## src/inc/cfg_word_pkg.sv

```systemverilog
// constants and types for the channel configuration word decoder
package cfg_word_pkg;
    localparam int        WORD_W         = 16;
    // analog word fields
    localparam int        A_SENSOR_LSB   = 0;
    localparam int        A_SENSOR_W     = 6;
    localparam int        A_MODE_LSB     = 7;
    localparam int        A_MODE_W       = 3;
    localparam int        A_FILT_LSB     = 11;
    localparam int        A_FILT_W       = 2;
    localparam logic [15:0] A_RSVD_MASK  = 16'he440;
    // digital word fields
    localparam int        D_MODE_LSB     = 0;
    localparam int        D_MODE_W       = 2;
    localparam int        D_SCAN_LSB     = 3;
    localparam int        D_SCAN_W       = 4;
    localparam logic [15:0] D_RSVD_MASK  = 16'hff84;
    // sensor code boundaries
    localparam logic [5:0] SNS_OFF       = 6'h00;
    localparam logic [5:0] SNS_MV1       = 6'h01;
    localparam logic [5:0] SNS_MV2       = 6'h02;
    localparam logic [5:0] SNS_OHM       = 6'h03;
    localparam logic [5:0] SNS_TC_FIRST  = 6'h04;
    localparam logic [5:0] SNS_TC_LAST   = 6'h12;
    localparam logic [5:0] SNS_RTD_FIRST = 6'h13;
    localparam logic [5:0] SNS_RTD_LAST  = 6'h1d;
    localparam logic [5:0] SNS_COMP      = 6'h1e;
    // coded burnout values
    localparam logic [15:0] CODE_UNDER   = 16'h7d00;
    localparam logic [15:0] CODE_OVER    = 16'h7d01;
    localparam logic [15:0] CODE_BO_SNS  = 16'h7d02;
    localparam logic [15:0] CODE_BO_COMP = 16'h7d03;
    // burnout handling codes
    localparam logic [1:0] BO_NONE       = 2'h0;
    localparam logic [1:0] BO_DOWN       = 2'h1;
    localparam logic [1:0] BO_UP         = 2'h2;
    localparam logic [1:0] BO_CODED      = 2'h3;
    // digital modes
    localparam logic [1:0] DM_OFF        = 2'h0;
    localparam logic [1:0] DM_ACT        = 2'h1;
    localparam logic [1:0] DM_OFF2       = 2'h2;
    localparam logic [1:0] DM_ACT_FAULT  = 2'h3;
    // timing
    localparam int        CLK_HZ         = 25_000_000;
    localparam int        OFF_SLOT_US    = 500;
    localparam int        OFF_SLOT_CYC   = OFF_SLOT_US * (CLK_HZ / 1_000_000);
    localparam int        MS_CYC         = CLK_HZ / 1000;
    localparam int        CNT_W          = 20;
    localparam int        AVG_MAX        = 8;

    typedef enum logic [1:0] {
        SENS_OFF_K, SENS_VOLT_K, SENS_RES_K, SENS_COMP_K
    } sensor_class_t;
endpackage : cfg_word_pkg

```

## src/design/channel_config_word_decoder.sv

```systemverilog
// per-channel configuration word decoder for analog and digital inputs
`timescale 1ns/1ps
`default_nettype none
module channel_config_word_decoder
    import cfg_word_pkg::*;
#(
    parameter int MS_CYCLES  = MS_CYC,
    parameter int OFF_CYCLES = OFF_SLOT_CYC
) (
    input  wire logic        clk,
    input  wire logic        reset_n,
    // configuration word port
    input  wire logic        analog_cfg_wr,
    input  wire logic        digital_cfg_wr,
    input  wire logic [15:0] cfg_wdata,
    output logic [15:0]      analog_channel_config,
    output logic [15:0]      digital_channel_config,
    output logic             cfg_reserved_err,
    // analog acquisition
    input  wire logic        adc_valid,
    input  wire logic [15:0] adc_value,
    input  wire logic [15:0] range_low,
    input  wire logic [15:0] range_high,
    input  wire logic        sensor_burnout,
    input  wire logic        comp_burnout,
    output logic             analog_valid,
    output logic [15:0]      analog_data,
    output logic [1:0]       sensor_class,
    output logic             four_wire,
    output logic             cj_fixed,
    // digital acquisition
    input  wire logic        dig_scan_start,
    input  wire logic [7:0]  dig_state,
    input  wire logic [7:0]  dig_line_fault,
    output logic             dig_power,
    output logic             dig_valid,
    output logic [15:0]      digital_data
);
    import cfg_word_pkg::*;

    typedef struct packed {
        logic [15:0]      acfg;
        logic [15:0]      dcfg;
        logic [5:0]       a_sns;
        logic [2:0]       a_mode;
        logic [1:0]       a_filt;
        logic [1:0]       d_mode;
        logic [3:0]       d_scan;
        logic             a_pend;
        logic             d_pend;
        logic             rsv_err;
        logic             a_vld;
        logic [15:0]      a_data;
        sensor_class_t    cls;
        logic             four_w;
        logic             cj_fix;
        logic             busy;
        logic [CNT_W-1:0] cnt;
        logic             d_on;
        logic             pwr;
        logic             d_vld;
        logic [15:0]      d_data;
    } dec_state_t;

    dec_state_t s_r;
    dec_state_t s_nxt;

    logic        avg_vld;
    logic [15:0] avg_val;
    logic        avg_clear;
    logic [5:0]  sns_now;
    logic [2:0]  mode_now;

    // scan code to milliseconds
    function automatic logic [5:0] scan_ms(input logic [3:0] code);
        case (code)
            4'h0, 4'h1, 4'h2, 4'h3, 4'h4, 4'h5: scan_ms = 6'(code) + 6'h01;
            4'hd:    scan_ms = 6'h19;
            4'he:    scan_ms = 6'h1e;
            4'hf:    scan_ms = 6'h23;
            default: scan_ms = 6'(code - 4'h2) << 1;
        endcase
    endfunction : scan_ms

    function automatic sensor_class_t classify(input logic [5:0] sns);
        if (sns == SNS_OFF) begin
            classify = SENS_OFF_K;
        end else if (sns == SNS_MV1 || sns == SNS_MV2 ||
                     (sns >= SNS_TC_FIRST && sns <= SNS_TC_LAST)) begin
            classify = SENS_VOLT_K;
        end else if (sns == SNS_OHM || (sns >= SNS_RTD_FIRST && sns <= SNS_RTD_LAST)) begin
            classify = SENS_RES_K;
        end else if (sns == SNS_COMP) begin
            classify = SENS_COMP_K;
        end else begin
            classify = SENS_OFF_K;
        end
    endfunction : classify

    assign avg_clear = s_r.a_pend && adc_valid;
    assign sns_now   = s_r.a_pend ? s_r.acfg[A_SENSOR_LSB +: A_SENSOR_W] : s_r.a_sns;
    assign mode_now  = s_r.a_pend ? s_r.acfg[A_MODE_LSB +: A_MODE_W] : s_r.a_mode;

    smart_average #(
        .DEPTH (AVG_MAX)
    ) u_avg (
        .clk          (clk),
        .reset_n      (reset_n),
        .clear        (avg_clear),
        .filt_code    (s_nxt.a_filt),
        .sample_valid (adc_valid && classify(sns_now) != SENS_OFF_K),
        .sample       (adc_value),
        .avg_valid    (avg_vld),
        .avg_out      (avg_val)
    );

    always_comb begin
        s_nxt       = s_r;
        s_nxt.a_vld = 1'b0;
        s_nxt.d_vld = 1'b0;
        // word writes; reserved bits flagged when nonzero
        if (analog_cfg_wr) begin
            s_nxt.acfg    = cfg_wdata;
            s_nxt.a_pend  = 1'b1;
            s_nxt.rsv_err = |(cfg_wdata & A_RSVD_MASK);
        end
        if (digital_cfg_wr) begin
            s_nxt.dcfg    = cfg_wdata;
            s_nxt.d_pend  = 1'b1;
            s_nxt.rsv_err = |(cfg_wdata & D_RSVD_MASK);
        end
        // analog fields latched at the start of the next acquisition
        if (s_r.a_pend && adc_valid && !analog_cfg_wr) begin
            s_nxt.a_sns  = s_r.acfg[A_SENSOR_LSB +: A_SENSOR_W];
            s_nxt.a_mode = s_r.acfg[A_MODE_LSB +: A_MODE_W];
            s_nxt.a_filt = s_r.acfg[A_FILT_LSB +: A_FILT_W];
            s_nxt.a_pend = 1'b0;
        end
        s_nxt.cls    = classify(s_nxt.a_sns);
        s_nxt.four_w = (s_nxt.cls == SENS_RES_K) && (s_nxt.a_mode == 3'h1);
        s_nxt.cj_fix = (s_nxt.cls == SENS_VOLT_K) && s_nxt.a_mode[2];
        // analog result
        if (adc_valid && classify(sns_now) == SENS_OFF_K) begin
            s_nxt.a_vld  = 1'b1;
            s_nxt.a_data = '0;
        end
        if (avg_vld) begin
            s_nxt.a_vld = 1'b1;
            if (s_r.cls == SENS_VOLT_K && (sensor_burnout || comp_burnout ||
                avg_val < range_low || avg_val > range_high)) begin
                case (s_r.a_mode[1:0])
                    BO_CODED: begin
                        if (comp_burnout) begin
                            s_nxt.a_data = CODE_BO_COMP;
                        end else if (sensor_burnout) begin
                            s_nxt.a_data = CODE_BO_SNS;
                        end else if (avg_val < range_low) begin
                            s_nxt.a_data = CODE_UNDER;
                        end else begin
                            s_nxt.a_data = CODE_OVER;
                        end
                    end
                    BO_DOWN: begin
                        s_nxt.a_data = (sensor_burnout || comp_burnout || avg_val < range_low)
                                       ? range_low - 16'h0001 : range_high + 16'h0001;
                    end
                    BO_UP: begin
                        s_nxt.a_data = (sensor_burnout || comp_burnout || avg_val > range_high)
                                       ? range_high + 16'h0001 : range_low - 16'h0001;
                    end
                    default: begin
                        s_nxt.a_data = (avg_val < range_low) ? range_low - 16'h0001
                                       : (avg_val > range_high) ? range_high + 16'h0001 : avg_val;
                    end
                endcase
            end else if (avg_val < range_low) begin
                s_nxt.a_data = range_low - 16'h0001;
            end else if (avg_val > range_high) begin
                s_nxt.a_data = range_high + 16'h0001;
            end else begin
                s_nxt.a_data = avg_val;
            end
        end
        // digital scan slot
        if (!s_r.busy) begin
            if (dig_scan_start) begin
                if (s_r.d_pend && !digital_cfg_wr) begin
                    s_nxt.d_mode = s_r.dcfg[D_MODE_LSB +: D_MODE_W];
                    s_nxt.d_scan = s_r.dcfg[D_SCAN_LSB +: D_SCAN_W];
                    s_nxt.d_pend = 1'b0;
                end
                s_nxt.busy = 1'b1;
                s_nxt.d_on = s_nxt.d_mode[0];
                s_nxt.pwr  = s_nxt.d_mode[0];
                s_nxt.cnt  = s_nxt.d_mode[0]
                             ? CNT_W'(scan_ms(s_nxt.d_scan) * MS_CYCLES - 1)
                             : CNT_W'(OFF_CYCLES - 1);
            end
        end else if (s_r.cnt != '0) begin
            s_nxt.cnt = s_r.cnt - CNT_W'(1);
        end else begin
            s_nxt.busy  = 1'b0;
            s_nxt.pwr   = 1'b0;
            s_nxt.d_vld = 1'b1;
            if (!s_r.d_on) begin
                s_nxt.d_data = '0;
            end else if (s_r.d_mode == DM_ACT_FAULT) begin
                s_nxt.d_data = {dig_line_fault, dig_state};
            end else begin
                s_nxt.d_data = {8'h00, dig_state};
            end
        end
    end

    always_ff @(posedge clk or negedge reset_n) begin
        if (!reset_n) begin
            s_r <= '0;
        end else begin
            s_r <= s_nxt;
        end
    end

    assign analog_channel_config  = s_r.acfg;
    assign digital_channel_config = s_r.dcfg;
    assign cfg_reserved_err       = s_r.rsv_err;
    assign analog_valid           = s_r.a_vld;
    assign analog_data            = s_r.a_data;
    assign sensor_class           = s_r.cls;
    assign four_wire              = s_r.four_w;
    assign cj_fixed               = s_r.cj_fix;
    assign dig_power              = s_r.pwr;
    assign dig_valid              = s_r.d_vld;
    assign digital_data           = s_r.d_data;
endmodule : channel_config_word_decoder
`default_nettype wire

```

## src/design/smart_average.sv

```systemverilog
// averaging filter over 1, 2, 4 or 8 converter readings
`timescale 1ns/1ps
`default_nettype none
module smart_average
    import cfg_word_pkg::*;
#(
    parameter int DEPTH = AVG_MAX
) (
    input  wire logic        clk,
    input  wire logic        reset_n,
    input  wire logic        clear,
    input  wire logic [1:0]  filt_code,
    input  wire logic        sample_valid,
    input  wire logic [15:0] sample,
    output logic             avg_valid,
    output logic [15:0]      avg_out
);
    typedef struct packed {
        logic [DEPTH-1:0][15:0] hist;
        logic [3:0]             fill;
        logic                   vld;
        logic [15:0]            avg;
    } avg_state_t;

    avg_state_t s_r;
    avg_state_t s_nxt;
    logic [18:0] sum;
    logic [3:0]  need;

    always_comb begin
        need = 4'h1 << filt_code;
        sum  = '0;
        for (int i = 0; i < DEPTH; i++) begin
            if (4'(i) < need) begin
                sum = sum + 19'(s_nxt.hist[i]);
            end
        end
    end

    always_comb begin
        s_nxt     = s_r;
        s_nxt.vld = 1'b0;
        // a clearing sample starts the new window, so it still gets a result
        if (sample_valid) begin
            s_nxt.hist = {s_r.hist[DEPTH-2:0], sample};
            if (clear) begin
                s_nxt.fill = 4'h1;
            end else if (s_r.fill < need) begin
                s_nxt.fill = s_r.fill + 4'h1;
            end
        end else if (clear) begin
            s_nxt.fill = '0;
        end
    end

    always_ff @(posedge clk or negedge reset_n) begin
        if (!reset_n) begin
            s_r <= '0;
        end else begin
            s_r <= s_nxt;
            if (sample_valid) begin
                // average over the window; the latest sample alone until it has filled
                s_r.vld <= 1'b1;
                s_r.avg <= (s_nxt.fill >= need) ? 16'(sum >> filt_code) : sample;
            end
        end
    end

    assign avg_valid = s_r.vld;
    assign avg_out   = s_r.avg;
endmodule : smart_average
`default_nettype wire

```

## config.mk

```make
export PLATFORM = sky130hd
export DESIGN_NAME = channel_config_word_decoder
export DESIGN_NICKNAME = d
export VERILOG_FILES = /design/src/inc/cfg_word_pkg.sv /design/src/design/channel_config_word_decoder.sv /design/src/design/smart_average.sv
export SDC_FILE = /design/constraint.sdc
export NUM_CORES = 1
export LEC_CHECK = 0
export ABC_CLOCK_PERIOD_IN_PS = 24200
export BUFFER_PORTS_ARGS = -buffer_cell sky130_fd_sc_hd__buf_2
export CELL_PAD_IN_SITES_DETAIL_PLACEMENT = 1
export CELL_PAD_IN_SITES_GLOBAL_PLACEMENT = 2
export CORE_AREA = 3 3 263 214
export DETAILED_ROUTE_END_ITERATION = 8
export DIE_AREA = 0 0 266 217
export HOLD_SLACK_MARGIN = 0.06
export PLACE_DENSITY_LB_ADDON = 0.15
export SLEW_MARGIN = 20
export SYNTH_ARGS = -nofsm -noshare
export SYNTH_HDL_FRONTEND = slang
export SYNTH_SLANG_ARGS = --single-unit
```

## constraint.sdc

```tcl
create_clock -name clk -period 24.2 [get_ports clk]
set_input_delay 6.05 -clock clk [delete_from_list [all_inputs] [get_ports clk]]
set_output_delay 6.05 -clock clk [all_outputs]
set_load 0.02 [all_outputs]
```

== After elaboration in Yosys (flattened, before gate mapping) ==
Cells that the tools add are included.

* Bits in registers: 261
* Bits of input ports: 88
* Output and inout bits: 72
* Logic and storage cells: 199

* Add/subtract/negate cells: 14
* Multipliers: 1
* Order comparisons: 20
* Equality and inequality tests: 27
* Shifts and indexed selects: 2
* Mux-type cells: 59
* Bitwise gates (word level): 2
* Reduce and logical (&&, ||, !) cells: 42

{| class="wikitable"
|+ Operators by type and width
! operator !! number
|-
| $mux 16 || 9
|-
| $mux 19 || 7
|-
| $mux 128 || 1
|-
| $add 19x16->19 || 6
|-
| $mux 17 || 4
|-
| $pmux 16 s3 || 1
|-
| $mux 20 || 2
|-
| $sub 20x1->20 const B || 2
|-
| $mux 6 || 6
|-
| $eq 6x2->1 const B || 4
|-
| $le 6x5->1 const B || 4
|-
| $pmux 6 s4 || 1
|-
| $mux 23 || 1
|-
| $mux 2 || 11
|-
| $mux 21 || 1
|-
| $reduce_bool 20->1 || 1
|-
| $shr 19x2->16 || 1
|-
| $mux 18 || 1
|-
| $add 16x16->17 || 1
|-
| $mul 6x12->17 const B || 1
|-
| $add 16x1->16 const B || 1
|-
| $gt 16x16->1 || 1
|-
| $lt 16x16->1 || 1
|-
| $lt 3x4->1 const A || 4
|-
| other kinds (39) || 95
|}

== Logic depth before layout (Yosys ltp) ==
Gate-level depths: netlist (run 1).

* Word-level depth: 28
* Gate-level depth with buffers: 64

== Modules after synthesis ==
From an unflattened synthesis (run 1), not the netlist that was laid out.

* Cells, all modules: 2339
* Area total of the unflattened synthesis: 21450.6 sq um

{| class="wikitable"
|+ Modules (own cells, without submodules)
! module !! instances !! cells an instance !! area an instance (sq um)
|-
| smart_average || 1 || 1330 || 12482.0
|-
| channel_config_word_decoder || 1 || 1009 || 8968.6
|}

== Worst setup path before layout (run 1) ==
Ideal clock, no wire load.

* Kind: input-to-reg
* Start point: in adc_valid
* End point: reg u_avg.s_r (netlist bit u_avg.avg_out[14])
* Library setup time: 129 ps
* Data arrival time: 17023 ps
* Setup slack: 7048 ps
* Stages on the path: 59
* Cell sequence: nand2_1 nor3b_4 nor2_8 inv_2 clkbuf_1 clkbuf_1 clkbuf_1 clkbuf_1 nand2_1 nand2_1 ha_1 fa_1 a21o_1 nand2_1 a31oi_2 a21oi_1 maj3_1 xnor2_1 [23 not listed] xor2_1 o21ai_0 ha_1 nor4b_1 or3_1 a21oi_1 xnor2_1 a21o_1 ha_1 or2_2 o311ai_0 nor3_1 a211o_1 a211oi_1 xor2_1 or3b_2 mux2i_1 a21oi_1

{| class="wikitable"
|+ RTL lines
! item !! line !! source
|-
| start: declaration || channel_config_word_decoder.sv:20 || <nowiki>input wire logic adc_valid,</nowiki>
|-
| end signal: assignment || smart_average.sv:60 || <nowiki>s_r <= s_nxt;</nowiki>
|-
| end: declaration || smart_average.sv:25 || <nowiki>avg_state_t s_r;</nowiki>
|}

== Worst setup path after layout (run 1) ==
* Start point: in adc_valid
* End point: reg u_avg.s_r (netlist bit u_avg.avg_out[14])

* Cells in the longest elaborated chain, start to end: 22

{| class="wikitable"
|+ RTL lines
! item !! line !! source
|-
| $logic_and 1x1->1 || channel_config_word_decoder.sv:100, channel_config_word_decoder.sv:133 ||
|-
| $logic_and 1x1->1 || channel_config_word_decoder.sv:133 || <nowiki>if (s_r.a_pend && adc_valid && !analog_cfg_wr) begin</nowiki>
|-
| $mux 11 || channel_config_word_decoder.sv:133 ||
|-
| $shl 1x2->4 || smart_average.sv:31 || <nowiki>need = 4'h1 << filt_code;</nowiki>
|-
| $lt 1x4->1 || smart_average.sv:34 || <nowiki>if (4'(i) < need) begin</nowiki>
|-
| $mux 16 || smart_average.sv:34 ||
|-
| $add 16x16->17 || smart_average.sv:35 || <nowiki>sum = sum + 19'(s_nxt.hist[i]);</nowiki>
|-
| $mux 19 || smart_average.sv:34 ||
|-
| [6 not listed] || - ||
|-
| $add 19x16->19 || smart_average.sv:35 ||
|-
| $mux 19 || smart_average.sv:34 ||
|-
| $add 19x16->19 || smart_average.sv:35 ||
|-
| $mux 19 || smart_average.sv:34 ||
|-
| $add 19x16->19 || smart_average.sv:35 ||
|-
| $mux 19 || smart_average.sv:34 ||
|-
| $shr 19x2->16 || smart_average.sv:64 || <nowiki>s_r.avg <= (s_nxt.fill >= need) ? 16'(sum >> filt_code) : sample;</nowiki>
|-
| $mux 16 || smart_average.sv:64 ||
|}

Several ways; a longest one is shown, not always the timed one.
A chain may end at the register's enable or synchronous reset.

==> metrics, run 1 <==
status=finished, final reports clean; Worst-path clk slew=60 ps; CTS Sinks=~260; Hold Vio Cnt, Final=0; WL final=70.2 mm; Setup Buffers After CTS=0; # fillers=about 6,500; Root Buffer=clkbuf_16; crit start category=primary input; max-slew violations=0; NumNets Final=roughly 3,000; hold buffers post-CTS=0; post-route minimum period=18,010 ps; DRT antenna net count=0; die area=about 58,000 sq um; vias=between 15,000 and 20,000; pin count of the biggest net entering global routing=85; clk buf depth=3; Yosys top cell by area=dfrtp_1; CTS Buf Count=34; Syn Nets=slightly below 3,000; dominant cell by count in the synthesized netlist=nand2_1; H-tree depth=2; number of flops mapped to enable cells by yosys=0; register area share after synthesis=0.304; CTS tree=yes; chip width=roughly 270 um; Avg Inst Size Synth=approximately 8 sq um; Mapped Cells=2,655; CP endpoint kind=register; post-DR vias/cell=5.62; share of cells above drive strength 1=0.120; total I/O pin count=between 150 and 200; #FFs+latches synth=261; maxcap violations=0; GPL Wtd Cong=0.873; synthesis-to-layout area growth=10.1%; vias in the first global route=between 20,000 and 25,000; core box area=53,600 sq um; Die Y=approximately 220 um; initial core utilization=0.400; Post-synth top cells=nand2_1, dfrtp_1, ha_1, o21ai_0, a21oi_1; slowest CP cell=o311ai_0; grt ovf=0; fin crit share=0.744; Total GRT Usage=0.245; drt wl/cell=20.4 um; Synth Warn #=0; Yosys cell types=83; fmax=around 56 MHz; crit path max fanout=40; Buffers on Ports=between 150 and 200; first-pass GRT wire length=~110 mm; area share of the largest cell type after synthesis=0.304; largest cells by area after synthesis=dfrtp_1, ha_1, nand2_1; initial antenna violation count=3; initial DRC count=around 1,100; Post-synth top flop=dfrtp_1; Critical Path Max Stage Delay=slightly above 700 ps; Max-slew headroom=0.327; RSZ-0062 raised after global routing=false; Setup Viol. Count Final=0; Least-Margin Pin Slew=1010 ps; Synth async-reset ratio=1.00; Crit path arrival time=18,430 ps; Setup Skew=roughly 22 ps; HPWL after DPL=between 50 and 60 mm; Resized Gates After CTS=0; drt drc=0; WS Path Type=primary input to register; cell area after synthesis=21,500 sq um; first-pass detailed-route iteration total=5; CP Data Required Time=between 20,000 and 25,000 ps; Tightest Hold Check Type=register to register; cell row count=76; worst skew pair latency=between 500 and 600 ps; setup_tns=0 ps
[area by class of cell]
| class | instances | area [sq um] | area share |
|---|---|---|---|
| tap | 702 | 878 | 0.0372 |
| clock inverter | 10 | 121 | 0.00514 |
| clock buffer | 47 | 960 | 0.0406 |
| antenna | 3 | 7.51 | 0.000318 |
| inverter | 149 | 562 | 0.0238 |
| multi-input combinational | 2087 | 13600 | 0.576 |
| sequential | 261 | 6530 | 0.276 |
| timing repair buffer | 180 | 963 | 0.0408 |
[worst paths after layout]
path                                          start                end  slack (ps)  cells after the start
setup / recovery                          adc_valid  u_avg.avg_out[14]        6190                     55
min in group asynchronous                   reset_n    analog_data[14]        5480                      1
setup reg to reg           analog_channel_config[1]  u_avg.avg_out[14]       10960                     55
hold reg to reg                     digital_data[4]    digital_data[4]         470                      2
hold / removal                      digital_data[4]    digital_data[4]         470                      2
max in group asynchronous                   reset_n     u_avg.s_r[142]       16330                      3
[registers in the layout, summed over array words and instances, names as in the netlist, 2 cells and up, named ones only]
name,cells
analog_channel_config,16
analog_data,16
digital_channel_config,16
digital_data,16
s_r,40
sensor_class,2
u_avg.avg_out,16
u_avg.s_r,128
[cells in the final DEF (no fill, tap or decap), types with 10 or more instances in the layout]
master and count:
o21bai_1 16, and2_1 11, a221oi_1 10, mux2i_1 46
or3_1 29, clkbuf_16 34, a31oi_1 25, o31ai_1 18
xor2_1 40, nor2b_1 23, and3_1 14, inv_1 146
a21o_1 63, a21oi_1 159, nand4_1 14, o211ai_1 31
buf_2 158, o21a_1 29, a21boi_0 10, nand2b_1 31
mux2_2 47, nor2_1 145, nor4_1 11, nand2_1 549
nand3_1 57, a211oi_1 22, or2_2 18, dfrtp_1 261
fa_1 12, o21ai_0 183, xnor2_1 111, ha_1 193
buf_4 21, nor3_1 47
[cell families (layout without fill, tap and decap cells)]
logic type	after synthesis	in the layout	share of synthesized area
fa+ha+maj	207	207	0.125
compound gates	649	649	0.190
other cells	0	3	0
flops	261	261	0.304
xor+xnor	152	152	0.0629
buf+inv	307	386	0.0656
simple gates	983	983	0.204
mux	96	96	0.0481
[critical path, delay by kind of cell]
family / cells / cell delay (ps)
AOI/OAI and AO/OA: 19 / 4420
xor gates and xnor gates: 6 / 1080
adders and majority gates: 8 / 2450
buffers and inverters: 3 / 630
muxes: 2 / 540
and+or+nand+nor: 17 / 3200
[per-layer routing]
| metal | vias up | wire (um) | track usage |
|---|---|---|---|
| met5 | - | 8 | 0 |
| met4 | 2 | 1710 | 0.0725 |
| met3 | 100 | 2220 | 0.0288 |
| met2 | 279 | 33000 | 0.411 |
| met1 | 9633 | 33200 | 0.333 |
| li1 | 9298 | - | - |
[through the flow]
stage	worst slack, ps	instance area [sq um]	util	hold slack (ps)	cells
6_report	6190	23600	0.440	467	3439
5_1_grt	5030	23600	0.440	492	3438
4_1_cts	6070	23600	0.440	469	3436
3_5_place_dp	5540	22500	0.420	455	3379
3_3_place_gp	6110	22500	0.420	444	3379
2_1_floorplan	7050	21500	-	440	2655
Power of run 1 is not shown: default switching activity piles up to over one toggle a cycle in this logic, so the estimate is an artifact.
==> inputs of run 2 (changes only) <==
Settings changed: ABC_CLOCK_PERIOD_IN_PS 24200 to 17060, CORE_AREA 3 3 263 214 to 3 3 274 222, DIE_AREA 0 0 266 217 to 0 0 277 225.
Clock period 24.2 ns to 17.06 ns, I/O delays scaled along.
==> metrics, run 2 (synthesis gave the netlist of run 1 again) <==
commonest non-fill, non-tap cell in the layout=nand2_1 (unchanged); WS Path Type=primary input to register (unchanged); Root Buffer=clkbuf_16 (unchanged); Finished Layout Cells=3,514 (was 3,439); WL final=70.7 mm (was 70.2 mm); Final Instance Area=23,800 sq um (was 23,600 sq um); Least-Margin Pin Slew=1070 ps (was 1010 ps); CP Data Required Time=17,530 ps (was 24,620 ps); Tightest Hold Check Type=register to register (unchanged); initial antenna violation count=2 (was 3); CTS Sinks=261 (unchanged); Hold Vio Cnt, Final=0 (unchanged); chip width=277 um (was 266 um); share of cells above drive strength 1=0.123 (was 0.120); top flop regs=u_avg.s_r x128, s_r x40 (unchanged); CTS Buf Count=34 (unchanged); CP endpoint kind=register (unchanged); Setup Viol. Count Final=0 (unchanged); dpl cell area=22,600 sq um (was 22,500 sq um); NumNets Final=3,011 (was 3,006); fmax=approximately 63 MHz; CTS tree=yes (unchanged); most frequent cells in the layout=nand2_1, dfrtp_1, ha_1 (unchanged); cell row count=79 (was 76); post-DR vias/cell=5.48 (was 5.62); vias in the first global route=20,717 (was 20,872); crit start category=primary input (unchanged); Critical Path Max Stage Delay=920 ps (was 720 ps); Die Y=225 um (was 217 um); initial core utilization=0.369 (was 0.400); HPWL after DPL=53.1 mm (was 52.3 mm); synthesis-to-layout area growth=10.9% (was 10.1%); post-route minimum period=roughly 16,000 ps; DRT antenna net count=0 (unchanged); CP dominant cell by count=ha_1; Worst-path clk slew=60 ps (about the same); grt ovf=0 (unchanged); Total GRT Usage=0.227 (was 0.245); drt wl/cell=20.1 um (was 20.4 um); H-tree depth=2 (unchanged); maxcap violations=0 (unchanged); Cell Count Post-Placement=3,451 (was 3,379); pin count of the biggest net entering global routing=115 (was 85); core box area=58,100 sq um (was 53,600 sq um); initial DRC count=825 (was 1,124); max reg flops=128 (unchanged); drt drc=0 (unchanged); max-slew violations=0 (unchanged); slowest CP cell=o41ai_1 (was o311ai_0); status=finished, final reports clean (unchanged); Top reg by flops=u_avg.s_r (unchanged); crit path max fanout=20 (was 40); die area=62,300 sq um (was 57,700 sq um); Setup Skew=21.9 ps (was 22.2 ps); worst hold slack=469 ps (was 467 ps); first-pass GRT wire length=115 mm (was 114 mm); first-pass detailed-route iteration total=5 (unchanged); hold buffers post-CTS=0 (unchanged); GPL Wtd Cong=0.850 (was 0.873); vias=19,272 (was 19,312); clk buf depth=3 (unchanged); total I/O pin count=160 (unchanged); Max-slew headroom=0.285 (was 0.327); worst skew pair latency=560 ps (about the same); Buffers on Ports=159 (unchanged); fin crit share=0.936; Crit path arrival time=16,430 ps (was 18,430 ps)
[run 2: cell types whose count changed in the layout (fill, tap and decap cells not counted), sizes merged]
cell    before  now
diode        3    2
bufinv       1    2
clkinv       8   11
buf        180  185
[run 2: worst paths after layout]
kind / cells after the start / startpoint / slack, ps / endpoint
setup reg to reg: 53 / analog_channel_config[1] / 4130 / u_avg.avg_out[13]
max in group asynchronous: 2 / reset_n / 11880 / u_avg.s_r[105]
hold / removal: 2 / digital_data[2] / 470 / digital_data[2]
setup / recovery: 53 / adc_valid / 1100 / u_avg.avg_out[13]
min in group asynchronous: 1 / reset_n / 3700 / analog_data[15]
hold reg to reg: 2 / digital_data[2] / 470 / digital_data[2]
[run 2: layer usage]
metal  GRT usage  routed length [um]
met4      0.0586                1430
met3      0.0236                2010
met2       0.387               33500
met5           0                   0
met1       0.310               33800
[run 2: timing repair]
action | 4_1_cts | 5_1_grt
gates resized for setup | 0 | 1
endpoints found under the setup margin | 0 | 2
buffers inserted | 0 | 0
[run 2: critical path: cells and delay by family]
| family | cells | cell delay, ps |
|---|---|---|
| xor+xnor | 7 | 1140 |
| mux | 1 | 340 |
| simple gates | 11 | 2100 |
| compound gates | 22 | 5450 |
| buf+inv | 3 | 450 |
| fa+ha+maj | 9 | 2660 |
[run 2: layout make-up]
class                      instances  area [sq um]
clock inverter                    14           166
clock buffer                      47           960
tap                              769           962
timing repair buffer             185          1010
antenna                            2          5.00
sequential                       261          6530
fill                            7020         34300
inverter                         149           562
multi-input combinational       2087         13600
[run 2: stage by stage]
step | setup slack, ps | util | TNS [ps]
after floorplan | 1690 | - | 0
after global placement | 966 | 0.389 | 0
after detailed placement | 639 | 0.390 | 0
after CTS | 1160 | 0.409 | 0
after global routing | -1.87 | 0.409 | -1.87
final | 1100 | 0.409 | 0
Power of run 2 is left out for the same reason.
==> inputs of run 3 (changes only) <==
Settings changed: CORE_AREA 3 3 274 222 to 3 3 332 269, DIE_AREA 0 0 277 225 to 0 0 335 272.
==> metrics, run 3 (synthesis gave the netlist of run 1 again) <==
status=finished, final reports clean (unchanged); Buffers on Ports=159 (unchanged); share of cells above drive strength 1=0.124 (was 0.123); CP dominant cell by count=ha_1 (unchanged); Top reg by flops=u_avg.s_r (unchanged); chip width=335 um (was 277 um); clk buf depth=3 (unchanged); commonest non-fill, non-tap cell in the layout=nand2_1 (unchanged); Setup Buffers After CTS=0 (unchanged); CTS Buf Count=37 (was 34); H-tree depth=2 (unchanged); drt wl/cell=19.6 um (was 20.1 um); final setup margin=1170 ps (was 1100 ps); Worst Min Path Start=digital_data[6] (was digital_data[2]); Resized Gates After CTS=0 (unchanged); Worst-path clk slew=60 ps (about the same); CP Data Required Time=17,510 ps (was 17,530 ps); first-pass detailed-route iteration total=5 (unchanged); fmax=62.9 MHz (was 62.6 MHz); Critical Path Max Stage Delay=550 ps (was 920 ps); HPWL after DPL=57.6 mm (was 53.1 mm); R2R cell count=54 (was 53); maxcap violations=0 (unchanged); first-pass GRT wire length=120 mm (was 115 mm); Max-slew headroom=0.309 (was 0.285); Setup Viol. Count Final=0 (unchanged); CP endpoint kind=register (unchanged); total I/O pin count=160 (unchanged); post-route minimum period=15,890 ps (was 15,960 ps); cell row count=96 (was 79); Crit path arrival time=16,340 ps (was 16,430 ps); Total GRT Usage=0.165 (was 0.227); initial core utilization=0.250 (was 0.369); grt ovf=0 (unchanged); pin count of the biggest net entering global routing=113 (was 115); Root Buffer=clkbuf_16 (unchanged); Least-Margin Pin Slew=1030 ps (was 1070 ps); drt drc=0 (unchanged); crit start category=primary input (unchanged); Hold Path Sink=digital_data[6] (was digital_data[2]); fin crit share=0.932 (was 0.936); slowest CP cell=or4_1 (was o41ai_1); CTS Sinks=261 (unchanged); synthesis-to-layout area growth=13.4% (was 10.9%); Hold Vio Cnt, Final=0 (unchanged); CTS tree=yes (unchanged); core box area=85,800 sq um (was 58,100 sq um); dpl cell area=23,100 sq um (was 22,600 sq um); DRT antenna net count=0 (unchanged); capture point of the worst reg-to-reg path=u_avg.avg_out[15] (was u_avg.avg_out[13]); vias in the first global route=20,769 (was 20,717); initial DRC count=767 (was 825); RSZ-0062 raised after global routing=false; WL final=75.9 mm (was 70.7 mm); WS Path Type=primary input to register (unchanged); post-DR vias/cell=4.93 (was 5.48); most frequent cells in the layout=nand2_1, dfrtp_1, ha_1 (unchanged); worst skew pair latency=570 ps (was 560 ps); Final Instance Area=24,300 sq um (was 23,800 sq um); GPL Wtd Cong=0.814 (was 0.850); die area=91,100 sq um (was 62,300 sq um); Tightest Hold Check Type=register to register (unchanged); max-slew violations=0 (unchanged); top flop regs=u_avg.s_r x128, s_r x40 (unchanged); Setup Skew=23.3 ps (was 21.9 ps); setup_tns=0 ps (unchanged); hold depth=2 (unchanged); initial antenna violation count=3 (was 2); vias=19,110 (was 19,272); Die Y=272 um (was 225 um); reg2reg setup slack=4230 ps (was 4130 ps); NumNets Final=3,015 (was 3,011); max reg flops=128 (unchanged); hold buffers post-CTS=0 (unchanged); pre-CTS setup slack=516 ps (was 639 ps); crit path max fanout=30 (was 20); worst reg2reg path startpoint=analog_channel_config[1] (unchanged)
run 3: changes by cell type in the layout (fill, tap and decap cells not counted), moves of 2 or more:
cell	previous run	this run
buf_6	2	0
clkbuf_16	34	37
inv_6	1	3
buf_4	24	26
run 3: worst max-delay path by stage:
| stage | startpoint | to | cells past startpoint |
|---|---|---|---|
| after floorplan | adc_valid | u_avg.avg_out[14] | 59 |
| after global placement | adc_valid | u_avg.avg_out[14] | 57 |
| after detailed placement | adc_valid | u_avg.avg_out[14] | 54 |
| after CTS | adc_valid | u_avg.avg_out[14] | 54 |
| after global routing | adc_valid | u_avg.avg_out[15] | 56 |
| final | adc_valid | u_avg.avg_out[15] | 54 |
run 3: area by class of cell:
type	instances	area [sq um]
tap	1127	1410
fill	10226	61400
sequential	261	6530
clock buffer	52	1050
timing repair buffer	186	1020
antenna	3	7.51
inverter	149	562
clock inverter	14	149
multi-input combinational	2087	13600
run 3: worst max-delay path, delay by kind of cell:
| family | cells | cell delay, ps |
|---|---|---|
| buffers and inverters | 4 | 720 |
| muxes | 1 | 380 |
| AOI/OAI and AO/OA | 20 | 4250 |
| adders and majority gates | 9 | 2780 |
| xor gates and xnor gates | 7 | 1210 |
| and+or+nand+nor | 13 | 2680 |
run 3: layer usage:
layer / track usage / part of all wire / wire length, um / up-vias
met5: 0 / 0 / 0 / -
met4: 0.0353 / 0.016 / 1230 / 0
met3: 0.0207 / 0.027 / 2030 / 72
met2: 0.282 / 0.47 / 35900 / 181
met1: 0.223 / 0.48 / 36700 / 9515
li1: - / - / - / 9342
run 3: metrics by stage:
| step | cells | utilization | hold WS (ps) |
|---|---|---|---|
| finish | 3879 | 0.284 | 463 |
| CTS | 3876 | 0.283 | 469 |
| floorplan | 2655 | - | 440 |
| global route | 3878 | 0.284 | 491 |
| detailed placement | 3810 | 0.269 | 456 |
| global placement | 3810 | 0.269 | 445 |
Power of run 3 is left out for the same reason.
